$ cat config.mk
export PLATFORM = sky130hd
export DESIGN_NAME = lpm_ctrl
export DESIGN_NICKNAME = d
export VERILOG_FILES = /design/src/pkg/lpm_pkg.sv /design/src/hw/lpm_pin_filter.sv /design/src/hw/lpm_ctrl.sv
export SDC_FILE = /design/constraint.sdc
export NUM_CORES = 1
export LEC_CHECK = 0
export BUFFER_PORTS_ARGS = -buffer_cell sky130_fd_sc_hd__buf_2
export CELL_PAD_IN_SITES_DETAIL_PLACEMENT = 2
export CELL_PAD_IN_SITES_GLOBAL_PLACEMENT = 2
export CORE_UTILIZATION = 30
export CTS_CLUSTER_DIAMETER = 50
export DETAILED_ROUTE_END_ITERATION = 8
export PLACE_DENSITY = 0.74
export SLEW_MARGIN = 20
export SYNTH_ARGS = -nofsm -noshare
export SYNTH_HDL_FRONTEND = slang
export SYNTH_SLANG_ARGS = --single-unit
export TNS_END_PERCENT = 100
$ cat constraint.sdc
create_clock -name ref_clk -period 1.9 [get_ports ref_clk]
set_input_delay 0.475 -clock ref_clk [delete_from_list [all_inputs] [get_ports ref_clk]]
set_output_delay 0.475 -clock ref_clk [all_outputs]
set_load 0.005 [all_outputs]
$ cat src/pkg/lpm_pkg.sv
package lpm_pkg;

	// clock and timing
	localparam int CLK_PERIOD_NS  = 10;
	localparam int ENTRY_TIME_NS  = 1000;
	localparam int ENTRY_CYCLES   =
		(ENTRY_TIME_NS + CLK_PERIOD_NS - 1) / CLK_PERIOD_NS;
	localparam int FILTER_TIME_NS = 50;
	localparam int FILTER_CYCLES  =
		(FILTER_TIME_NS + CLK_PERIOD_NS - 1) / CLK_PERIOD_NS;

	// register bus
	localparam int         AXI_ADDR_W = 4;
	localparam logic [1:0] CTRL_IDX   = 2'h0;
	localparam logic [1:0] STATUS_IDX = 2'h1;
	localparam logic [1:0] RESP_OKAY  = 2'h0;
	localparam logic [1:0] RESP_SLV   = 2'h2;
	localparam logic [1:0] RESP_DEC   = 2'h3;

	// control register fields
	localparam int         CTRL_W        = 4;
	localparam int         CT_EN_BIT     = 0;
	localparam int         CT_TYPE2_BIT  = 1;
	localparam int         CT_GOUT_BIT   = 2;
	localparam int         CT_GOE_BIT    = 3;
	localparam logic [3:0] CTRL_RESET    = 4'h0;

	// status register fields
	localparam int ST_STATE_LSB = 0;
	localparam int ST_PIN_BIT   = 4;
	localparam int ST_PLL_BIT   = 5;
	localparam int ST_REQ_BIT   = 6;

	// power state, one-hot
	typedef enum logic [3:0] {
		ST_ACTIVE = 4'h1,
		ST_ARMING = 4'h2,
		ST_RETAIN = 4'h4,
		ST_IDLE   = 4'h8
	} lpm_state_e;

endpackage : lpm_pkg

$ cat src/hw/lpm_pin_filter.sv
// three-stage synchroniser followed by a glitch filter
module lpm_pin_filter #(
	parameter int   FILTER_CYCLES = lpm_pkg::FILTER_CYCLES,
	parameter logic RESET_LEVEL   = 1'b1
) (
	input  wire logic ref_clk,
	input  wire logic rst_n,
	input  wire logic pin,
	output logic      level
);

	localparam int CNT_W = $clog2(FILTER_CYCLES + 1);
	localparam logic [CNT_W-1:0] CNT_LAST = CNT_W'(FILTER_CYCLES - 1);

	if (FILTER_CYCLES < 1) begin : g_bad_filter
		$error("filter needs at least one cycle");
	end

	logic [2:0]       sync_reg;
	logic [2:0]       sync_next;
	logic [CNT_W-1:0] cnt_reg;
	logic [CNT_W-1:0] cnt_next;
	logic             level_reg;
	logic             level_next;

	// stage 1 feeds only stage 2; stages 2 and 3 are compared
	always_comb begin
		sync_next  = {sync_reg[1:0], pin};
		cnt_next   = '0;
		level_next = level_reg;
		if (sync_reg[1] == sync_reg[2] && sync_reg[2] != level_reg) begin
			if (cnt_reg == CNT_LAST) begin
				level_next = sync_reg[2];
			end else begin
				cnt_next = cnt_reg + CNT_W'(1);
			end
		end
	end

	always_ff @(posedge ref_clk or negedge rst_n) begin
		if (!rst_n) begin
			sync_reg  <= {3{RESET_LEVEL}};
			cnt_reg   <= '0;
			level_reg <= RESET_LEVEL;
		end else begin
			sync_reg  <= sync_next;
			cnt_reg   <= cnt_next;
			level_reg <= level_next;
		end
	end

	assign level = level_reg;
endmodule : lpm_pin_filter

$ cat src/hw/lpm_ctrl.sv
// Notes on behaviour
// - pin-only mode: retention begins 1 us after the retention pin goes low.
// - retention ends and normal work resumes when the pin returns high.
// - pin-only mode: the pin level alone decides entry and exit.
// - gated mode: entry depends on both pin and core request; exit depends on the pin alone.
// - retention keeps all register and memory contents, supplies stay on.
// - entering retention stops generated clocks; external clocks do not matter.
// - static idle with clocks stopped keeps all values; clocks alone switch it.
// - low on the pll power-down input turns the pll off, giving static idle.
// - the retention pin is glitch filtered against accidental entry or exit.
// - the retention pin is routed to core logic for its own decisions.
// - with retention unused the pin works as an ordinary i/o.
// - gated mode enters only with pin low and request high together.
//
// Added by the designer: the register offsets and the AXI4-Lite register port.
module lpm_ctrl #(
	parameter int ENTRY_CYCLES  = lpm_pkg::ENTRY_CYCLES,
	parameter int FILTER_CYCLES = lpm_pkg::FILTER_CYCLES
) (
	input  wire logic                          ref_clk,
	input  wire logic                          rst_n,
	input  wire logic [lpm_pkg::AXI_ADDR_W-1:0] s_axi_awaddr,
	input  wire logic                          s_axi_awvalid,
	output logic                               s_axi_awready,
	input  wire logic [31:0]                   s_axi_wdata,
	input  wire logic [3:0]                    s_axi_wstrb,
	input  wire logic                          s_axi_wvalid,
	output logic                               s_axi_wready,
	output logic [1:0]                         s_axi_bresp,
	output logic                               s_axi_bvalid,
	input  wire logic                          s_axi_bready,
	input  wire logic [lpm_pkg::AXI_ADDR_W-1:0] s_axi_araddr,
	input  wire logic                          s_axi_arvalid,
	output logic                               s_axi_arready,
	output logic [31:0]                        s_axi_rdata,
	output logic [1:0]                         s_axi_rresp,
	output logic                               s_axi_rvalid,
	input  wire logic                          s_axi_rready,
	input  wire logic                          retention_pin_n_in,
	output logic                               retention_pin_n_out,
	output logic                               retention_pin_n_oe,
	input  wire logic                          low_static_request,
	input  wire logic                          pll_off_n,
	output logic                               retention_pin_core,
	output logic                               retention_active,
	output logic                               gen_clk_en,
	output logic                               pll_en
);

	localparam int CNT_W = $clog2(ENTRY_CYCLES + 1);
	localparam logic [CNT_W-1:0] ARM_LAST = CNT_W'(ENTRY_CYCLES - 2);

	if (ENTRY_CYCLES < 2) begin : g_bad_entry
		$error("entry delay needs at least two cycles");
	end

	// filtered pin levels
	logic pin_level;
	logic pll_on;

	lpm_pin_filter #(
		.FILTER_CYCLES (FILTER_CYCLES),
		.RESET_LEVEL   (1'b1)
	) u_ret_filter (
		.ref_clk (ref_clk),
		.rst_n   (rst_n),
		.pin     (retention_pin_n_in),
		.level   (pin_level)
	);

	lpm_pin_filter #(
		.FILTER_CYCLES (FILTER_CYCLES),
		.RESET_LEVEL   (1'b1)
	) u_pll_filter (
		.ref_clk (ref_clk),
		.rst_n   (rst_n),
		.pin     (pll_off_n),
		.level   (pll_on)
	);

	// control register
	logic [lpm_pkg::CTRL_W-1:0] ctrl_reg;
	logic [lpm_pkg::CTRL_W-1:0] ctrl_next;
	logic                       ret_en;
	logic                       type2;

	assign ret_en = ctrl_reg[lpm_pkg::CT_EN_BIT];
	assign type2  = ctrl_reg[lpm_pkg::CT_TYPE2_BIT];

	// power state machine
	lpm_pkg::lpm_state_e state_reg;
	lpm_pkg::lpm_state_e state_next;
	logic [CNT_W-1:0]    cnt_reg;
	logic [CNT_W-1:0]    cnt_next;
	logic                want_entry;
	logic                in_retain;

	// pin low, and in gated mode request high together with it
	assign want_entry = ret_en && !pin_level &&
		(!type2 || low_static_request);
	assign in_retain  = (state_reg == lpm_pkg::ST_RETAIN);

	// next power state
	always_comb begin
		state_next = state_reg;
		cnt_next   = '0;
		unique case (state_reg)
			lpm_pkg::ST_ACTIVE: begin
				if (want_entry) begin
					state_next = lpm_pkg::ST_ARMING;
				end else if (!pll_on) begin
					state_next = lpm_pkg::ST_IDLE;
				end
			end
			lpm_pkg::ST_ARMING: begin
				if (!want_entry) begin
					state_next = lpm_pkg::ST_ACTIVE;
				end else if (cnt_reg == ARM_LAST) begin
					state_next = lpm_pkg::ST_RETAIN;
				end else begin
					cnt_next = cnt_reg + CNT_W'(1);
				end
			end
			lpm_pkg::ST_RETAIN: begin
				if (pin_level) begin
					state_next = lpm_pkg::ST_ACTIVE;
				end
			end
			lpm_pkg::ST_IDLE: begin
				if (pll_on) begin
					state_next = lpm_pkg::ST_ACTIVE;
				end else if (want_entry) begin
					state_next = lpm_pkg::ST_ARMING;
				end
			end
		endcase
	end

	always_ff @(posedge ref_clk or negedge rst_n) begin
		if (!rst_n) begin
			state_reg <= lpm_pkg::ST_ACTIVE;
			cnt_reg   <= '0;
		end else begin
			state_reg <= state_next;
			cnt_reg   <= cnt_next;
		end
	end

	// outputs toward clocking and core
	logic ret_reg;
	logic ret_next;
	logic gclk_reg;
	logic gclk_next;
	logic pllen_reg;
	logic pllen_next;
	logic core_reg;
	logic core_next;
	logic pout_reg;
	logic pout_next;
	logic poe_reg;
	logic poe_next;

	always_comb begin
		ret_next   = (state_next == lpm_pkg::ST_RETAIN);
		gclk_next  = (state_next == lpm_pkg::ST_ACTIVE) ||
			(state_next == lpm_pkg::ST_ARMING);
		pllen_next = pll_on && (state_next != lpm_pkg::ST_RETAIN);
		core_next  = pin_level;
		// pin as plain i/o when unused
		pout_next  = ctrl_reg[lpm_pkg::CT_GOUT_BIT];
		poe_next   = !ret_en && ctrl_reg[lpm_pkg::CT_GOE_BIT];
	end

	always_ff @(posedge ref_clk or negedge rst_n) begin
		if (!rst_n) begin
			ret_reg   <= 1'b0;
			gclk_reg  <= 1'b0;
			pllen_reg <= 1'b0;
			core_reg  <= 1'b1;
			pout_reg  <= 1'b0;
			poe_reg   <= 1'b0;
		end else begin
			ret_reg   <= ret_next;
			gclk_reg  <= gclk_next;
			pllen_reg <= pllen_next;
			core_reg  <= core_next;
			pout_reg  <= pout_next;
			poe_reg   <= poe_next;
		end
	end

	assign retention_active    = ret_reg;
	assign gen_clk_en          = gclk_reg;
	assign pll_en              = pllen_reg;
	assign retention_pin_core  = core_reg;
	assign retention_pin_n_out = pout_reg;
	assign retention_pin_n_oe  = poe_reg;

	// bus write channel
	logic                       awready_reg;
	logic                       awready_next;
	logic                       wready_reg;
	logic                       wready_next;
	logic                       aw_have_reg;
	logic                       aw_have_next;
	logic                       w_have_reg;
	logic                       w_have_next;
	logic [1:0]                 widx_reg;
	logic [1:0]                 widx_next;
	logic [lpm_pkg::CTRL_W-1:0] wdat_reg;
	logic [lpm_pkg::CTRL_W-1:0] wdat_next;
	logic                       wstb_reg;
	logic                       wstb_next;
	logic                       bvalid_reg;
	logic                       bvalid_next;
	logic [1:0]                 bresp_reg;
	logic [1:0]                 bresp_next;
	logic                       aw_hs;
	logic                       w_hs;

	assign aw_hs = s_axi_awvalid && awready_reg;
	assign w_hs  = s_axi_wvalid && wready_reg;

	// address and data in either order, then one response
	always_comb begin
		aw_have_next = aw_have_reg || aw_hs;
		w_have_next  = w_have_reg || w_hs;
		widx_next    = aw_hs ? s_axi_awaddr[3:2] : widx_reg;
		wdat_next    = w_hs ? s_axi_wdata[lpm_pkg::CTRL_W-1:0] : wdat_reg;
		wstb_next    = w_hs ? s_axi_wstrb[0] : wstb_reg;
		bvalid_next  = bvalid_reg && !s_axi_bready;
		bresp_next   = bresp_reg;
		ctrl_next    = ctrl_reg;
		if (aw_have_next && w_have_next && !bvalid_next) begin
			aw_have_next = 1'b0;
			w_have_next  = 1'b0;
			bvalid_next  = 1'b1;
			bresp_next   = lpm_pkg::RESP_OKAY;
			if (widx_next == lpm_pkg::CTRL_IDX) begin
				if (in_retain) begin
					bresp_next = lpm_pkg::RESP_SLV;
				end else if (wstb_next) begin
					ctrl_next = wdat_next;
				end
			end else if (widx_next != lpm_pkg::STATUS_IDX) begin
				bresp_next = lpm_pkg::RESP_DEC;
			end
		end
		awready_next = !aw_have_next && !bvalid_next;
		wready_next  = !w_have_next && !bvalid_next;
	end

	always_ff @(posedge ref_clk or negedge rst_n) begin
		if (!rst_n) begin
			awready_reg <= 1'b0;
			wready_reg  <= 1'b0;
			aw_have_reg <= 1'b0;
			w_have_reg  <= 1'b0;
			widx_reg    <= 2'h0;
			wdat_reg    <= '0;
			wstb_reg    <= 1'b0;
			bvalid_reg  <= 1'b0;
			bresp_reg   <= lpm_pkg::RESP_OKAY;
			ctrl_reg    <= lpm_pkg::CTRL_RESET;
		end else begin
			awready_reg <= awready_next;
			wready_reg  <= wready_next;
			aw_have_reg <= aw_have_next;
			w_have_reg  <= w_have_next;
			widx_reg    <= widx_next;
			wdat_reg    <= wdat_next;
			wstb_reg    <= wstb_next;
			bvalid_reg  <= bvalid_next;
			bresp_reg   <= bresp_next;
			ctrl_reg    <= ctrl_next;
		end
	end

	assign s_axi_awready = awready_reg;
	assign s_axi_wready  = wready_reg;
	assign s_axi_bvalid  = bvalid_reg;
	assign s_axi_bresp   = bresp_reg;

	// bus read channel
	logic        arready_reg;
	logic        arready_next;
	logic        rvalid_reg;
	logic        rvalid_next;
	logic [31:0] rdata_reg;
	logic [31:0] rdata_next;
	logic [1:0]  rresp_reg;
	logic [1:0]  rresp_next;
	logic [31:0] status_word;

	// status word from live state
	always_comb begin
		status_word = '0;
		status_word[lpm_pkg::ST_STATE_LSB +: 4] = state_reg;
		status_word[lpm_pkg::ST_PIN_BIT]        = pin_level;
		status_word[lpm_pkg::ST_PLL_BIT]        = pll_on;
		status_word[lpm_pkg::ST_REQ_BIT]        = low_static_request;
	end

	always_comb begin
		rvalid_next = rvalid_reg && !s_axi_rready;
		rdata_next  = rdata_reg;
		rresp_next  = rresp_reg;
		if (s_axi_arvalid && arready_reg) begin
			rvalid_next = 1'b1;
			rresp_next  = lpm_pkg::RESP_OKAY;
			rdata_next  = '0;
			if (s_axi_araddr[3:2] == lpm_pkg::CTRL_IDX) begin
				rdata_next[lpm_pkg::CTRL_W-1:0] = ctrl_reg;
			end else if (s_axi_araddr[3:2] == lpm_pkg::STATUS_IDX) begin
				rdata_next = status_word;
			end else begin
				rresp_next = lpm_pkg::RESP_DEC;
			end
		end
		arready_next = !rvalid_next;
	end

	always_ff @(posedge ref_clk or negedge rst_n) begin
		if (!rst_n) begin
			arready_reg <= 1'b0;
			rvalid_reg  <= 1'b0;
			rdata_reg   <= '0;
			rresp_reg   <= lpm_pkg::RESP_OKAY;
		end else begin
			arready_reg <= arready_next;
			rvalid_reg  <= rvalid_next;
			rdata_reg   <= rdata_next;
			rresp_reg   <= rresp_next;
		end
	end

	assign s_axi_arready = arready_reg;
	assign s_axi_rvalid  = rvalid_reg;
	assign s_axi_rdata   = rdata_reg;
	assign s_axi_rresp   = rresp_reg;
endmodule : lpm_ctrl

**Yosys cells after proc, flatten, opt, wreduce, memory -nomap -nowiden**

Cells that the tools add are included.

- Output and inout port bits: 47
- Bits of input ports: 54
- Word-level logic and storage cells: 113
- Register bits after elaboration: 85

- Bitwise operators: 1
- Equality and inequality tests: 17
- Reductions and logical operators: 34
- $add $sub $neg: 3
- Multiplexer cells: 30

Operator list:

| cell | number |
|---|---|
| 4-bit 2-to-1 mux | 9 |
| 28-bit 2-to-1 mux | 1 |
| 7-bit 2-to-1 mux | 4 |
| 4-bit case mux with 4 select lines | 1 |
| 1-bit logical AND | 15 |
| 2-bit 2-to-1 mux | 6 |
| 3-bit 2-to-1 mux | 4 |
| 1-bit zero test | 10 |
| 4-bit by 1-bit == test with 1-bit output (second input constant) | 2 |
| 4-bit by 2-bit == test with 1-bit output (second input constant) | 2 |
| 4-bit by 3-bit == test with 1-bit output (second input constant) | 2 |
| 7-bit by 1-bit adder with 7-bit output (second input constant) | 1 |
| 7-bit == test (second input constant) | 1 |
| 3-bit by 1-bit adder with 3-bit output (second input constant) | 2 |
| 3-bit == test (second input constant) | 2 |
| 1-bit 2-to-1 mux | 5 |
| 4-bit == test (second input constant) | 1 |
| 2-bit zero test | 2 |
| 1-bit logical OR | 4 |
| 4-bit by 3-bit != test with 1-bit output (second input constant) | 1 |
| 2-bit AND reduction | 2 |
| 4-bit AND reduction | 1 |
| 1-bit == test | 2 |
| 2-bit by 1-bit == test with 1-bit output (second input constant) | 1 |
| other kinds (3) | 4 |

**Depth between registers and ports, before layout**

- Word-level depth: 8
- Depth in mapped cells: 7
- Depth with buffers taken out: 7

**Modules after synthesis**

A second synthesis with hierarchy kept.

- Cell total of the unflattened synthesis: 229
- Area, all modules: 2702.6 µm²

Modules (own cells, without submodules):

| module | cells an instance | times used | area each (µm²) | seq. area each (µm²) |
|---|---|---|---|---|
| lpm_ctrl | 185 | 1 | 2104.5 | 1128.6 |
| lpm_pin_filter | 22 | 2 | 299.0 | 180.2 |

**Worst setup path before layout**

No wires, ideal clock.

- Kind: input -> register
- Start: input port s_axi_awvalid
- End: register ctrl_reg[0] (netlist name)
- Setup time: 0.125 ns
- Buffers on the path: 0
- Stages on the path: 5
- Slack: 0.306 ns
- Required time: 1.775 ns
- Arrival: 1.469 ns
- Cell sequence: nand2_1 mux2_4 nor2_2 nand4b_4 mux2_4

- Elaborated cells between the ends (all ways): 7
- Classes of those cells: mux (1); reduce/logical (6)

RTL lines:

| what | line | RTL |
|---|---|---|
| from (decl) | lpm_ctrl.sv:23 | `input wire logic s_axi_awvalid,` |
| 1-bit logical AND | lpm_ctrl.sv:221 | `assign aw_hs = s_axi_awvalid && awready_reg;` |
| 2-bit 2-to-1 mux | lpm_ctrl.sv:228 | `widx_next = aw_hs ? s_axi_awaddr[3:2] : widx_reg;` |
| net widx_next[0] | lpm_ctrl.sv:209 | `logic [1:0] widx_next;` |
| 2-bit zero test | lpm_ctrl.sv:239 | `if (widx_next == lpm_pkg::CTRL_IDX) begin` |
| 4-bit AND reduction (no line) | n/a |  |
| to (signal assigned) | lpm_ctrl.sv:264 | `ctrl_reg <= lpm_pkg::CTRL_RESET;` |
| to (signal assigned) | lpm_ctrl.sv:275 | `ctrl_reg <= ctrl_next;` |
| to (decl) | lpm_ctrl.sv:82 | `logic [lpm_pkg::CTRL_W-1:0] ctrl_reg;` |

The timed path passes the listed nets, and every way through them passes these cells.
A chain may end at the register's enable or synchronous reset.

**Worst setup path in the final report**

- Start: register cnt_reg[0]
- End: register gclk_reg (netlist: gen_clk_en)

- Cells in the longest elaborated chain, start to end: 6
- Elaborated cells between the ends (all ways): 7
- Classes of those cells: eq/ne (3); mux (3); reduce/logical (1)

RTL lines:

| what | line | RTL |
|---|---|---|
| from (decl) | lpm_ctrl.sv:93 | `logic [CNT_W-1:0] cnt_reg;` |
| from (signal assigned) | lpm_ctrl.sv:145 | `cnt_reg <= cnt_next;` |
| 7-bit == test (*) | lpm_ctrl.sv:118 | `end else if (cnt_reg == ARM_LAST) begin` |
| 4-bit 2-to-1 mux (*) | lpm_ctrl.sv:118 |  |
| 4-bit 2-to-1 mux (*) | lpm_ctrl.sv:116 | `if (!want_entry) begin` |
| 4-bit case mux with 4 select lines (*) | lpm_ctrl.sv:107 | `unique case (state_reg)` |
| net state_next[1] | lpm_ctrl.sv:92 | `lpm_pkg::lpm_state_e state_next;` |
| 4-bit by 1-bit == test with 1-bit output / 4-bit by 2-bit == test with 1-bit output (equally long branches) | lpm_ctrl.sv:165, lpm_ctrl.sv:166 |  |
| 1-bit logical OR (*) | lpm_ctrl.sv:165 | `gclk_next = (state_next == lpm_pkg::ST_ACTIVE) \|\|` |
| net gclk_next | lpm_ctrl.sv:153 | `logic gclk_next;` |
| to (signal assigned) | lpm_ctrl.sv:184 | `gclk_reg <= gclk_next;` |
| to (decl) | lpm_ctrl.sv:152 | `logic gclk_reg;` |

Mark *: on every way through the listed nets, which the timed path passes. The rest lies on a longest branch.

==> metrics <==
final cell count without fillers=402; critical path arrival=1930 ps; Total GRT Usage=14.2%; GRT overflow=0; PD cells=1240 nW/um^2; Critical R2R Launch=cnt_reg[0]; DP Wirelength=4210 um; mapped cell area=2800 sq um; failing checks=DRC; synthesis-stage register bit count=59; area occupied by multi-input gates=1130 sq um; Pint=0.00299 W; Clock transition at path regs=70 ps; first-pass GRT wire length=10400 um; crit-path max FO=4; vias per inst=4.56; Rel. slew slack=62.3%; CP Capture Type=register; initial antenna violation count=0; DRC viols=1; FP Rows=34; Seq pwr share=42.2%; fmax=581 MHz; CP max stage cell=dfrtp_1; skew final=8.18 ps; syn_area_per_cell=11.6 sq um; Post-Synthesis Cells=241; Least-Margin Pin Slew=562 ps; fin crit share=90.6%; Final Wtd Congestion=0.709; min cycle time layout=1720 ps; Async S/R FF share, synth=100%; Synth top area share=43.8%; max cap viols=0; Setup crit start kind=register; cell area after layout=3300 sq um; cell accounting for the most synthesized area=dfrtp_1; largest net degree at the start of global routing=60; top cells by area, synth=dfrtp_1 (44%), dfstp_2 (9.4%), buf_4 (7.2%); Peak supply drop=0.000511 V; placed cell count=386; clock share of power=36.2%; Comb power frac=21.7%; Worst Hold Class=primary input to async pin; # fillers=956; count of buffer and inverter cells on the critical path=1; critical path type=register to register; total number of vias=1835; Final Core Density=37.2%; Slew Limit Fails=0; Critical Path RT=2110 ps; area post-placement=3030 sq um; Fin. Hold Viols=0; antenna viol nets, final=0; CTS tree=built; Clock Tree Buf Depth=2; NumNets Final=349; wire per inst=15.2 um; Leak=1.60 nW; P_sw=0.00111 W; I/O pin cnt=101; CP Cell Sequence=inv_1 -> ha_1 -> nor4bb_2 -> nand4_1 -> and3_1 -> nor3_2 -> nor4b_4; root buffer cell=clkbuf_8; hold slack=105 ps; Switching Share=27.1%; diode count=0; final setup vio count=0; register area=1490 sq um; sequential area share after synthesis=53.2%; CTS Buf Count=9; chip width=98.5 um; number of buffers added on ports=40; # H-tree levels=3; initial core utilization=31.5%; Core Area=8890 sq um; Top FF cell, synth=dfrtp_1; Critical Path Start=cnt_reg[0]; CTS Sinks=59; full die area=9710 sq um; layout cells sized above 1=34.0%; Die Ht=98.5 um; synth-to-layout area growth=18.1%; vias in the first global route=2075; outcome=finished with violations; Syn. warnings=0; count leader, synth=dfrtp_1; Synth top cells by count=dfrtp_1 (49), buf_4 (27), nor2_1 (21), nand2_1 (19), o21ai_0 (13); Detailed Route WL=6090 um; Post-synth EDFFs=0; initial drt markers=38; Synth cell types=45; drt pass-1 iters=7; latest clock arrival within the worst-skew pair=350 ps; top cell family by delay on the critical path=simple AND/OR/NAND/NOR gates; CP max stage delay=400 ps
worst register-to-register path, stage by stage, from the launching register on:
cell      delay (ps)
dfrtp_1          400
inv_1             70
ha_1             140
nor4bb_2         360
nand4_1          140
and3_1           220
nor3_2           190
nor4b_4           70
final timing paths:
| path | to | slack, ps | depth (start not counted) |
|---|---|---|---|
| hold reg to reg | u_ret_filter.sync_reg[1] | 360 | 0 |
| setup reg to reg | gen_clk_en | 180 | 7 |
| max in group asynchronous | state_reg[0] | 1460 | 2 |
| setup / recovery | gen_clk_en | 180 | 7 |
| hold / removal | u_ret_filter.cnt_reg[2] | 110 | 2 |
| min in group ref_clk | u_ret_filter.sync_reg[0] | 210 | 1 |
per-layer routing:
metal,global-route usage (%),wire (um)
met4,8.61,160
met2,23.7,3130
met3,4.11,291
met1,16.3,2500
met5,0,0
cell families after synthesis:
kind of cell / Yosys count / synth area share [%]
and+or+nand+nor: 81 / 17.8
other: 1 / 0.134
AOI/OAI and AO/OA: 28 / 6.49
buffers and inverters: 42 / 10.1
DFF: 59 / 53.2
xor gates and xnor gates: 6 / 1.88
adders and majority gates: 6 / 2.68
muxes: 18 / 7.70
metrics by stage:
stage          total power (W)  TNS, ps  worst slack, ps
2_1_floorplan          0.00235        0              306
3_3_place_gp           0.00261        0             77.9
4_1_cts                0.00419        0             14.7
6_report               0.00410        0              178
3_5_place_dp           0.00266        0             54.2
5_1_grt                0.00436    -32.2            -32.2
layout by cell type, fill, tap and decap left out, drive strengths merged, types with 2 or more instances in the layout:
cell type  Yosys  routed
nor2          23      23
clkbuf         2      12
nand3          2       2
mux2i          5       5
inv            9       9
nor2b          8       8
xor2           2       2
o21ai         14      14
xnor2          4       4
a22o           3       3
bufinv         0       3
mux2          13      13
nand4          2       2
buf           31      46
a21oi          6       6
conb           1      25
nand2         19      19
nor3           4       4
nor4b          2       2
dfrtp         49      49
ha             6       6
and3           7       7
nor3b          3       3
dfstp         10      10
or2            3       3
power groups by stage:
stage / combinational (W) / sequential, W / clock, W
global route: 0.000996 / 0.00177 / 0.00159
detailed placement: 0.000903 / 0.00176 / 0
floorplan: 0.000652 / 0.00169 / 0
CTS: 0.000914 / 0.00174 / 0.00154
finish: 0.000889 / 0.00173 / 0.00148
global placement: 0.000867 / 0.00174 / 0
layout make-up:
cell class              instances  area share (%)
well taps                     108            4.09
clock buffers                  12            5.00
flip-flops and latches         59            45.1
clock inverters                 4            2.88
inverters                       9            1.02
repair buffers                 46            7.80
multi-input cells             164            34.1
timing repair:
item                                    CTS  global route
hold buffers                              0             0
endpoints found under the setup margin    0             5
resized for setup                         0             2
buffers inserted                          0             0
Power figures use the tool's default switching activity.
